### config.mk
export PLATFORM = sky130hd
export DESIGN_NAME = hubc_uart
export DESIGN_NICKNAME = d
export VERILOG_FILES = /design/src/hubc_pkg.sv /design/src/hubc_uart.sv /design/src/hubc_fifo.sv
export SDC_FILE = /design/constraint.sdc
export NUM_CORES = 1
export LEC_CHECK = 0
export BUFFER_PORTS_ARGS = -buffer_cell sky130_fd_sc_hd__buf_2
export CAP_MARGIN = 10
export CORE_MARGIN = 5
export CORE_UTILIZATION = 65
export CTS_BUF_LIST = sky130_fd_sc_hd__clkbuf_16
export DETAILED_ROUTE_END_ITERATION = 8
export PLACE_DENSITY = 0.83
export SKIP_CTS_REPAIR_TIMING = 1
export SLEW_MARGIN = 5
export SYNTH_ARGS = -nofsm -noshare
export SYNTH_HDL_FRONTEND = slang
export SYNTH_HIERARCHICAL = 1
export SYNTH_SLANG_ARGS = --single-unit
### constraint.sdc
create_clock -name i_mclk -period 8.45 [get_ports i_mclk]
set_clock_uncertainty 0.1 [all_clocks]
set_input_delay 1.69 -clock i_mclk [delete_from_list [all_inputs] [get_ports i_mclk]]
set_output_delay 1.69 -clock i_mclk [all_outputs]
set_load 0.02 [all_outputs]
### src/hubc_pkg.sv
package hubc_pkg;

    // ----------------------------------------------------------------
    // Register map
    // ----------------------------------------------------------------
    localparam logic [7:0] ADDR_DATA        = 8'h00;
    localparam logic [7:0] ADDR_STATUS      = 8'h01;
    localparam logic [7:0] ADDR_RATE        = 8'h3b;
    localparam logic [7:0] RATE_RST         = 8'h7a;
    localparam int         EXP_MSB          = 7;
    localparam int         EXP_LSB          = 5;
    localparam int         MAN_MSB          = 4;
    localparam int         MAN_LSB          = 0;

    // Status register bit positions.
    localparam int         ST_RX_VALID      = 0;
    localparam int         ST_RX_OVERRUN    = 1;
    localparam int         ST_RX_FRAME_ERR  = 2;
    localparam int         ST_TX_FULL       = 3;
    localparam int         ST_TX_BUSY       = 4;

    // ----------------------------------------------------------------
    // Rate generation
    // ----------------------------------------------------------------
    // Frequencies in units of 10 kHz so the ratio stays exact in integers.
    localparam int         REF_FREQ_10KHZ   = 2712;
    localparam int         MCLK_FREQ_10KHZ  = 2500;
    localparam int         OVERSAMPLE       = 16;
    localparam logic [23:0] ACC_STEP        = 24'(REF_FREQ_10KHZ * OVERSAMPLE);
    localparam logic [11:0] MCLK_WEIGHT     = 12'(MCLK_FREQ_10KHZ);
    localparam logic [5:0] MAN_OFFSET_EXP   = 6'h21;
    localparam logic [3:0] OS_LAST          = 4'(OVERSAMPLE - 1);
    localparam logic [3:0] OS_MID           = 4'(OVERSAMPLE / 2 - 1);
    localparam logic [2:0] DATA_LAST        = 3'h7;
    localparam int         TX_FIFO_DEPTH    = 4;

    typedef enum logic [1:0] {HUBC_IDLE, HUBC_START, HUBC_DATA, HUBC_STOP} hubc_ser_t;

endpackage

### src/hubc_uart.sv
// Function
// RL1: Exponent zero: bit rate reference over mantissa+1.
// RL2: Otherwise reference/(mantissa+33)/2^(exponent-1).
// RL3: Frame is start, eight data, stop.
// RL4: No parity bit sent or expected.
// RL5: Host keeps rate at most 1228.8 kbit/s.
// RL6: Rate register resets to 7Ah, 115.2 kbit/s.
// RL7: Writing rate fields changes link bit rate.
// RL8: Host uses codes 3A, 1C, 15 for fast rates.
// RL9: Idle high, LSB first, mid-bit sampling.
`timescale 1ns/1ps

module hubc_uart
    import hubc_pkg::*;
(
    input  wire logic       i_mclk,   // 25 MHz clock
    input  wire logic       i_rst_b,  // Asynchronous reset, active low
    input  wire logic [7:0] i_addr,   // Register address
    input  wire logic [7:0] i_wdata,  // Register write data
    input  wire logic       i_wr,     // Write strobe
    input  wire logic       i_rd,     // Read strobe
    output logic      [7:0] o_rdata,  // Read data, cycle after strobe
    input  wire logic       i_rxd,    // Serial line from host
    output logic            o_txd     // Serial line to host
);

    // ----------------------------------------------------------------
    // Reset release
    // ----------------------------------------------------------------
    logic [1:0] rst_sync;
    logic       rst_n;

    always_ff @(posedge i_mclk or negedge i_rst_b)
    begin
        if (!i_rst_b)
        begin
            rst_sync <= 2'h0;
        end
        else
        begin
            rst_sync <= {rst_sync[0], 1'b1};
        end
    end
    assign rst_n = rst_sync[1];

    // ----------------------------------------------------------------
    // State
    // ----------------------------------------------------------------
    typedef struct packed {
        logic [7:0]  rate;
        logic [23:0] acc;
        logic        os_tick;
        hubc_ser_t   tx_state;
        logic [7:0]  tx_shift;
        logic [2:0]  tx_bit;
        logic [3:0]  tx_os;
        logic        txd;
        hubc_ser_t   rx_state;
        logic [7:0]  rx_shift;
        logic [2:0]  rx_bit;
        logic [3:0]  rx_os;
        logic [7:0]  rx_data;
        logic        rx_valid;
        logic        rx_overrun;
        logic        rx_frame_err;
        logic [7:0]  rdata;
    } hubc_state_t;

    hubc_state_t s;
    hubc_state_t next_s;

    logic [12:0] div_ticks;
    logic [23:0] threshold;
    logic [23:0] acc_sum;
    logic        fifo_push;
    logic        fifo_ready;
    logic        fifo_valid;
    logic        fifo_pop;
    logic [7:0]  fifo_data;
    logic        rd_data;
    logic        rd_status;
    logic        tx_bit_end;
    logic        rx_byte_done;

    // ----------------------------------------------------------------
    // Bit rate divisor in reference clock periods
    // ----------------------------------------------------------------
    always_comb
    begin
        if (s.rate[EXP_MSB:EXP_LSB] == 3'h0)
        begin
            div_ticks = 13'(s.rate[MAN_MSB:MAN_LSB]) + 13'h0001; // RL1
        end
        else
        begin
            div_ticks = (13'(s.rate[MAN_MSB:MAN_LSB]) + 13'(MAN_OFFSET_EXP))
                        << (s.rate[EXP_MSB:EXP_LSB] - 3'h1); // RL2
        end
    end

    // The reference runs faster than i_mclk, so a fractional accumulator
    // emulates it; the resulting edge jitter is one mclk period, which is
    // under a sixteenth of a bit at every rate up to the supported limit.
    assign threshold = 24'(div_ticks) * 24'(MCLK_WEIGHT);
    assign acc_sum   = s.acc + ACC_STEP;

    assign fifo_push    = i_wr && (i_addr == ADDR_DATA);
    assign rd_data      = i_rd && (i_addr == ADDR_DATA);
    assign rd_status    = i_rd && (i_addr == ADDR_STATUS);
    assign tx_bit_end   = s.os_tick && (s.tx_os == OS_LAST);
    assign rx_byte_done = s.os_tick && (s.rx_state == HUBC_STOP) && (s.rx_os == OS_LAST);
    assign fifo_pop     = (s.tx_state == HUBC_IDLE) && fifo_valid;

    // ----------------------------------------------------------------
    // Transmit buffer
    // ----------------------------------------------------------------
    hubc_fifo #(
        .WIDTH (8),
        .DEPTH (TX_FIFO_DEPTH)
    ) u_tx_fifo (
        .i_mclk      (i_mclk),
        .i_rst_n     (rst_n),
        .i_in_valid  (fifo_push),
        .o_in_ready  (fifo_ready),
        .i_in_data   (i_wdata),
        .o_out_valid (fifo_valid),
        .i_out_ready (fifo_pop),
        .o_out_data  (fifo_data)
    );

    // ----------------------------------------------------------------
    // Next state
    // ----------------------------------------------------------------
    always_comb
    begin
        next_s = s;

        if (acc_sum >= threshold)
        begin
            next_s.acc     = acc_sum - threshold;
            next_s.os_tick = 1'b1;
        end
        else
        begin
            next_s.acc     = acc_sum;
            next_s.os_tick = 1'b0;
        end
        // A rate write restarts the accumulator; otherwise a smaller new
        // divisor would drain the old remainder as a burst of ticks.
        if (i_wr && (i_addr == ADDR_RATE))
        begin
            next_s.rate    = i_wdata; // RL7
            next_s.acc     = 24'h000000;
            next_s.os_tick = 1'b0;
        end

        // Transmitter.
        if (s.os_tick && (s.tx_state != HUBC_IDLE))
        begin
            next_s.tx_os = s.tx_os + 4'h1;
        end
        unique case (s.tx_state)
            HUBC_IDLE:
            begin
                if (fifo_valid)
                begin
                    next_s.tx_shift = fifo_data;
                    next_s.tx_os    = 4'h0;
                    next_s.tx_state = HUBC_START; // RL3
                end
            end
            HUBC_START:
            begin
                if (tx_bit_end)
                begin
                    next_s.tx_bit   = 3'h0;
                    next_s.tx_state = HUBC_DATA;
                end
            end
            HUBC_DATA:
            begin
                if (tx_bit_end)
                begin
                    next_s.tx_shift = {1'b0, s.tx_shift[7:1]}; // RL9
                    next_s.tx_bit   = s.tx_bit + 3'h1;
                    if (s.tx_bit == DATA_LAST)
                    begin
                        next_s.tx_state = HUBC_STOP; // RL4
                    end
                end
            end
            HUBC_STOP:
            begin
                if (tx_bit_end)
                begin
                    next_s.tx_state = HUBC_IDLE;
                end
            end
        endcase
        unique case (next_s.tx_state)
            HUBC_START: next_s.txd = 1'b0;
            HUBC_DATA:  next_s.txd = next_s.tx_shift[0];
            HUBC_STOP:  next_s.txd = 1'b1;
            HUBC_IDLE:  next_s.txd = 1'b1; // RL9
        endcase

        // Receiver; the start edge is confirmed at mid-bit, and each later
        // sample then falls one full bit on, near the middle of its bit.
        if (s.os_tick && (s.rx_state != HUBC_IDLE))
        begin
            next_s.rx_os = s.rx_os + 4'h1;
        end
        unique case (s.rx_state)
            HUBC_IDLE:
            begin
                if (s.os_tick && !i_rxd)
                begin
                    next_s.rx_os    = 4'h0;
                    next_s.rx_state = HUBC_START;
                end
            end
            HUBC_START:
            begin
                if (s.os_tick && (s.rx_os == OS_MID))
                begin
                    next_s.rx_os    = 4'h0;
                    next_s.rx_bit   = 3'h0;
                    next_s.rx_state = i_rxd ? HUBC_IDLE : HUBC_DATA;
                end
            end
            HUBC_DATA:
            begin
                if (s.os_tick && (s.rx_os == OS_LAST))
                begin
                    next_s.rx_shift = {i_rxd, s.rx_shift[7:1]}; // RL9
                    next_s.rx_bit   = s.rx_bit + 3'h1;
                    if (s.rx_bit == DATA_LAST)
                    begin
                        next_s.rx_state = HUBC_STOP; // RL3
                    end
                end
            end
            HUBC_STOP:
            begin
                if (rx_byte_done)
                begin
                    next_s.rx_state = HUBC_IDLE; // RL4
                end
            end
        endcase

        // Flags: a read clears them, but a new event in that cycle wins.
        if (rd_data)
        begin
            next_s.rx_valid = 1'b0;
        end
        if (rd_status)
        begin
            next_s.rx_overrun   = 1'b0;
            next_s.rx_frame_err = 1'b0;
        end
        if (rx_byte_done)
        begin
            next_s.rx_data  = s.rx_shift;
            next_s.rx_valid = 1'b1;
            if (s.rx_valid && !rd_data)
            begin
                next_s.rx_overrun = 1'b1;
            end
            if (!i_rxd)
            begin
                next_s.rx_frame_err = 1'b1;
            end
        end

        // Read data stand for exactly one cycle.
        next_s.rdata = 8'h00;
        if (i_rd)
        begin
            unique case (i_addr)
                ADDR_DATA:   next_s.rdata = s.rx_data;
                ADDR_STATUS:
                begin
                    next_s.rdata[ST_RX_VALID]     = s.rx_valid;
                    next_s.rdata[ST_RX_OVERRUN]   = s.rx_overrun;
                    next_s.rdata[ST_RX_FRAME_ERR] = s.rx_frame_err;
                    next_s.rdata[ST_TX_FULL]      = !fifo_ready;
                    next_s.rdata[ST_TX_BUSY]      = (s.tx_state != HUBC_IDLE) || fifo_valid;
                end
                ADDR_RATE:   next_s.rdata = s.rate;
                default:     next_s.rdata = 8'h00;
            endcase
        end
    end

    // ----------------------------------------------------------------
    // Registers
    // ----------------------------------------------------------------
    always_ff @(posedge i_mclk or negedge rst_n)
    begin
        if (!rst_n)
        begin
            s          <= '0;
            s.rate     <= RATE_RST; // RL6
            s.txd      <= 1'b1;
            s.tx_state <= HUBC_IDLE;
            s.rx_state <= HUBC_IDLE;
        end
        else
        begin
            s <= next_s;
        end
    end

    assign o_txd   = s.txd;
    assign o_rdata = s.rdata;

    logic rst_n_d;
    always_ff @(posedge i_mclk or negedge i_rst_b)
    begin
        if (!i_rst_b)
        begin
            rst_n_d <= 1'b0;
        end
        else
        begin
            rst_n_d <= rst_n;
        end
    end
endmodule // hubc_uart

### src/hubc_fifo.sv
`timescale 1ns/1ps

module hubc_fifo #(
    parameter int WIDTH = 8,
    parameter int DEPTH = 4
) (
    input  wire logic             i_mclk,      // Clock
    input  wire logic             i_rst_n,     // Synchronised reset, active low
    input  wire logic             i_in_valid,  // Write request
    output logic                  o_in_ready,  // Space available
    input  wire logic [WIDTH-1:0] i_in_data,   // Write data
    output logic                  o_out_valid, // Data available
    input  wire logic             i_out_ready, // Consumer takes the head
    output logic [WIDTH-1:0]      o_out_data   // Head word
);

    localparam int PW = (DEPTH > 1) ? $clog2(DEPTH) : 1;
    localparam int CW = $clog2(DEPTH + 1);

    typedef struct packed {
        logic [DEPTH-1:0][WIDTH-1:0] mem;
        logic [PW-1:0]               wr_ptr;
        logic [PW-1:0]               rd_ptr;
        logic [CW-1:0]               count;
    } hubc_fifo_t;

    hubc_fifo_t s;
    hubc_fifo_t next_s;
    logic       push;
    logic       pop;

    assign o_in_ready  = (s.count != CW'(DEPTH));
    assign o_out_valid = (s.count != '0);
    assign o_out_data  = s.mem[s.rd_ptr];
    assign push        = i_in_valid && o_in_ready;
    assign pop         = i_out_ready && o_out_valid;

    always_comb
    begin
        next_s = s;
        if (push)
        begin
            next_s.mem[s.wr_ptr] = i_in_data;
            next_s.wr_ptr = (s.wr_ptr == PW'(DEPTH - 1)) ? '0 : s.wr_ptr + 1'b1;
        end
        if (pop)
        begin
            next_s.rd_ptr = (s.rd_ptr == PW'(DEPTH - 1)) ? '0 : s.rd_ptr + 1'b1;
        end
        if (push && !pop)
        begin
            next_s.count = s.count + 1'b1;
        end
        else if (pop && !push)
        begin
            next_s.count = s.count - 1'b1;
        end
    end

    always_ff @(posedge i_mclk or negedge i_rst_n)
    begin
        if (!i_rst_n)
        begin
            s <= '0;
        end
        else
        begin
            s <= next_s;
        end
    end
endmodule // hubc_fifo

Word level (Yosys, flattened, before mapping). Cells that the tools add are included.

Add/sub/neg operators: 13. Multipliers: 1. $lt $le $gt $ge: 4. Equal/unequal tests: 27. Shift operators: 1. Mux-type cells: 45. Reductions and logical operators: 44.

Operator list (number): 2-to-1 mux 25 bit (2); 2-to-1 mux 13 bit (3); bitwise mux 32 bit (1); adder 24 x 16 -> 24 bit (second input constant) (1); >= comparator 24 bit (1); 2-to-1 mux 8 bit (3); subtractor 24 bit (1); multiplier 13 x 10 -> 22 bit (second input constant) (1); 2-to-1 mux 2 bit (11); 2-to-1 mux 4 bit (5); logical AND 1 bit (19); case mux 3 bit (2 select lines) (3); binary-select mux 8 bit (select 2 bit) (1); demux 8 bit (select 2 bit) (1); equality test 2 bit (second input constant) (8); != test 2 bit (second input constant) (8); case mux 2 bit (4 select lines) (2); case mux 8 bit (2 select lines) (1); case mux 5 bit (3 select lines) (1); nonzero test 2 bit (7); << shifter 7 x 3 -> 13 bit (1); 2-to-1 mux 3 bit (4); 2-to-1 mux 10 bit (1); adder 3 x 1 -> 3 bit (second input constant) (3); 28 further kinds (46).

Register bits after elaboration: 128. Bits of input ports: 21. Word-level logic and storage cells: 161.

Logic depth before layout (Yosys ltp).
Word-level depth: 7. Mapped depth: 38. Gate-level depth less buffers: 35.

Hierarchy. Netlist, hierarchy kept.

Modules (own cells, without submodules): hubc_uart (times used 1, cells an instance 894, area each 7980.2 um^2, seq. area each 2184.6 um^2); hubc_fifo (times used 1, cells an instance 115, area each 1804.2 um^2, seq. area each 975.9 um^2).

Worst setup path before layout. OpenSTA, ideal clock, no wires.

Path type: reg2reg. Start: reg, netlist name s[84]. End: reg, netlist name s[67]. Library setup time: 0.132 ns. Arrival: 7.691 ns. Slack: 0.527 ns. Stages on the path, launching flop included: 35. Buffers on the path: 5. Clock period less this slack: 7.923 ns. Cells stage by stage: dfstp_2 clkbuf_1 inv_1 ha_1 clkbuf_1 clkinv_1 xnor2_1 a21oi_1 nor2_1 a31oi_1 o21ai_0 a22o_1 fa_1 ha_1 fa_1 ha_1 inv_1 fa_1 inv_1 ha_1 a21o_1 a21oi_1 a31oi_1 o41ai_2 xor2_1 ha_1 clkbuf_1 nand2_1 o21ai_0 o21ai_2 a31oi_2 buf_6 buf_12 mux2i_1 nor2_1.

==> impl_metrics.csv <==
group,metric,value,unit
clock_network,tritoncts,"built",
routing,detailedRoute.firstPassIterationCount,5,
clock_network,cts-root-to-sink-buffers,2,
synthesis,syn_nets,1158,
place,placed_cells_incl_taps,1187,
timing,final_max_slew_viol_count,0,
synthesis,synth_async_sr_flop_share,100,%
synthesis,synth_enable_flop_cells,0,
timing,grt_setup_unrepaired,"no",
place,port-buffer-count,29,
flow_run,max_cap_violations,0,
timing,timing_hold_violations_final,0,
clock_network,cts.reportedPaths.clkPinSlew,0.06,ns
timing,period_share,93.6,%
synthesis,ys_types,74,
timing,setup_viol,0,
setup_path,timing.critical_path.from,"s[84]$_DFFE_PN1P_",
clock_network,clkLatencyLatePin,0.42,ns
final_layout,final_layout_size_suffix_gt1_share,16.8,%
setup_path,critical_path.endpoint,"s[60]$_DFFE_PN0P_",
synthesis,netlist_area,9780,um2
routing,avgRoutedWirePerCell,17.2,um
timing,fin_tns_setup,0,ns
floorplanning,fp.dieH,133,um
synthesis,synthesis.instances,1009,
synthesis,synth_flop_cell,"sky130_fd_sc_hd__dfrtp_1",
clock_network,clock_sinks,126,
synthesis,register_bit_count_reported_by_yosys,126,
setup_path,timing.critical_path.max_delay_family,"adder cells",
timing,fin_hold_ws,0.239,ns
setup_path,worst_setup_path_start_kind,"flop",
synthesis,post_synth.cell_area_avg,9.70,um2
global_route,maximum_number_of_pins_on_one_net_before_global_route_repair,80,
synthesis,synth.top_cell.area_share,30.7,%
floorplanning,fp.dieW,133,um
synthesis,yosys.cell_count.top_type,"sky130_fd_sc_hd__dfrtp_1",
timing,fmax,0.126,GHz
global_route,via_count_of_the_first_global_routing_pass,7372,
routing,num_vias,7412,
final_layout,fin_nets,1172,
setup_path,cp_num_buf_inv,5,
setup_path,path_class,"reg2reg",
final_layout,final_antenna_diode_count,0,
setup_path,timing.rr.end,"s[60]$_DFFE_PN0P_",
global_route,grt.overflow.total,0,
floorplanning,start_util,66.8,%
setup_path,slowest_delay,0.53,ns
timing,relSlewSlack,35.6,%
setup_path,timing.critical_path.depth,30,
synthesis,synth-warning-count,6,
final_layout,area_growth,8.87,%
setup_path,r2r_setup_slack,0.54,ns
status,status,"complete, no violations",
synthesis,yosysSeqAreaShare,32.3,%
floorplanning,placeableCoreArea,14600,um2
setup_path,worst-path-max-fanout,14,
routing,antenna_left,0,
place,gp_routability_congestion,0.897,
routing,routed_via_density,6.08,
global_route,grt_first_pass_wirelength,35.8,mm
global_route,global_routing_usage_summed_across_all_routing_layers,24.6,%
synthesis,synth_commonest_cells,"sky130_fd_sc_hd__dfrtp_1 (120), sky130_fd_sc_hd__ha_1 (101), sky130_fd_sc_hd__inv_1 (100), sky130_fd_sc_hd__nor2_1 (82), sky130_fd_sc_hd__nand2_1 (70)",
setup_path,r2r_cells,30,
clock_network,cts_root_buf,"sky130_fd_sc_hd__clkbuf_16",
final_layout,nFillCells,1038,
setup_path,crit_path_end_kind,"flop",
routing,drcViolationCount,0,
floorplanning,fp-row-count,44,
global_route,antenna_found_initial,0,
place,postPlaceCellArea,9990,um2
floorplanning,io-pin-count,30,
synthesis,cell_types_with_the_largest_area_share_after_synthesis,"sky130_fd_sc_hd__dfrtp_1 (31%), sky130_fd_sc_hd__ha_1 (13%), sky130_fd_sc_hd__mux2_2 (7.0%)",
final_layout,layout.cells.non_filler,1220,
floorplanning,die_area,17600,um2
timing,timing_worst_slew_pin_value,0.966,ns
setup_path,critical_path.reg2reg.startpoint,"s[84]$_DFFE_PN1P_",
clock_network,cts_made_buffers,17,
routing,detailedRoute.firstIterationViolations,595,
synthesis,cell_accounting_for_the_most_synthesized_area,"sky130_fd_sc_hd__dfrtp_1",
setup_path,crit_arrival,8.09,ns
clock_network,cts_htree_levels,4,
routing,route.final.wire_length,21.0,mm
place,place_hpwl,15.1,mm
setup_path,critical_path_required,8.63,ns
hold_path,timing.hold.worst.class,"reg2async",
final_layout,fin_area,10700,um2
setup_path,cp_slowest_cell,"sky130_fd_sc_hd__fa_1",
timing,timing.final.crit_period,7.91,ns
-- cell type report --
class / instances / area, um2 / share of cell area, %
Timing Repair Buffer: 38 / 220 / 2.07
Sequential cell: 126 / 3160 / 29.7
Clock inverter: 15 / 184 / 1.73
Multi-Input combinational cell: 738 / 6040 / 56.7
Inverter: 102 / 387 / 3.63
Tap cell: 184 / 230 / 2.16
Clock buffer: 17 / 425 / 3.99
-- metal layers --
| layer | routed length [um] | track usage [%] |
|---|---|---|
| met2 | 9900 | 39.5 |
| met3 | 922 | 4.52 |
| met5 | 0 | 0 |
| met4 | 386 | 6.87 |
| met1 | 9750 | 34.5 |
-- logic make-up after synthesis --
group	synth area share [%]
AO/OA/AOI/OAI	14.0
XOR/XNOR	5.01
adder cells (fa/ha/maj)	18.4
buffers and inverters	6.34
flip-flops	32.3
multiplexers	11.4
other	0.0383
AND/OR/NAND/NOR	12.5
-- placed cells by master (no fill, tap or decap), types with 6 or more instances in the layout --
| master | instances |
|---|---|
| sky130_fd_sc_hd__nand2_1 | 70 |
| sky130_fd_sc_hd__nor3_1 | 14 |
| sky130_fd_sc_hd__o21ai_1 | 7 |
| sky130_fd_sc_hd__buf_2 | 29 |
| sky130_fd_sc_hd__a211oi_2 | 6 |
| sky130_fd_sc_hd__nand2b_1 | 11 |
| sky130_fd_sc_hd__nor2b_1 | 15 |
| sky130_fd_sc_hd__mux2_2 | 61 |
| sky130_fd_sc_hd__dfrtp_1 | 119 |
| sky130_fd_sc_hd__and2_1 | 8 |
| sky130_fd_sc_hd__xnor2_1 | 31 |
| sky130_fd_sc_hd__nor2_1 | 82 |
| sky130_fd_sc_hd__o21a_1 | 12 |
| sky130_fd_sc_hd__mux4_2 | 8 |
| sky130_fd_sc_hd__buf_4 | 7 |
| sky130_fd_sc_hd__a21oi_1 | 50 |
| sky130_fd_sc_hd__xor2_1 | 25 |
| sky130_fd_sc_hd__a22o_1 | 9 |
| sky130_fd_sc_hd__a31oi_1 | 11 |
| sky130_fd_sc_hd__ha_1 | 99 |
| sky130_fd_sc_hd__dfstp_2 | 6 |
| sky130_fd_sc_hd__o21ai_0 | 41 |
| sky130_fd_sc_hd__nand4_1 | 8 |
| sky130_fd_sc_hd__fa_1 | 27 |
| sky130_fd_sc_hd__mux2i_1 | 21 |
| sky130_fd_sc_hd__a22oi_1 | 17 |
| sky130_fd_sc_hd__nand3_1 | 10 |
| sky130_fd_sc_hd__clkbuf_16 | 17 |
| sky130_fd_sc_hd__a21o_1 | 12 |
| sky130_fd_sc_hd__inv_1 | 100 |
| sky130_fd_sc_hd__and3_1 | 9 |
-- flip-flops by register name, indices dropped and copies added, names as in the netlist --
signal and count:
o_txd 1, o_rdata 8, rst_sync 2, s 76
u_tx_fifo/s 39
-- worst register-to-register path, delay by kind of cell (launching register included) --
kind	cells	cell delay [ns]
buffers and inverters	5	0.63
AND/OR/NAND/NOR	3	0.20
multiplexers	1	0.24
flip-flops	1	0.52
XOR/XNOR	2	0.31
AO/OA/AOI/OAI	11	2.50
adder cells (fa/ha/maj)	8	3.27
-- worst min path at each step --
stage	start	endpoint	slack (ns)	depth (start not counted)
floorplan	rst_sync[0]$_DFF_PN0_	rst_sync[1]$_DFF_PN0_	0.23	0
global placement	rst_sync[0]$_DFF_PN0_	rst_sync[1]$_DFF_PN0_	0.24	0
detailed placement	rst_sync[0]$_DFF_PN0_	rst_sync[1]$_DFF_PN0_	0.24	0
CTS	rst_sync[1]$_DFF_PN0_	s[68]$_DFF_PN0_	0.26	0
global route	rst_sync[0]$_DFF_PN0_	rst_sync[1]$_DFF_PN0_	0.28	0
finish	rst_sync[1]$_DFF_PN0_	s[69]$_DFF_PN0_	0.24	0
-- through the flow --
stage | util, % | worst slack [ns]
after global routing | 72.7 | 0.102
after CTS | 72.4 | 0.271
after global placement | 68.3 | 0.594
after detailed placement | 68.3 | 0.333
after floorplan | - | 0.527
final | 72.7 | 0.541
Power is left out: the tool's default activity adds up to more than one toggle a clock period on the data nets, which glitch-free logic cannot reach.
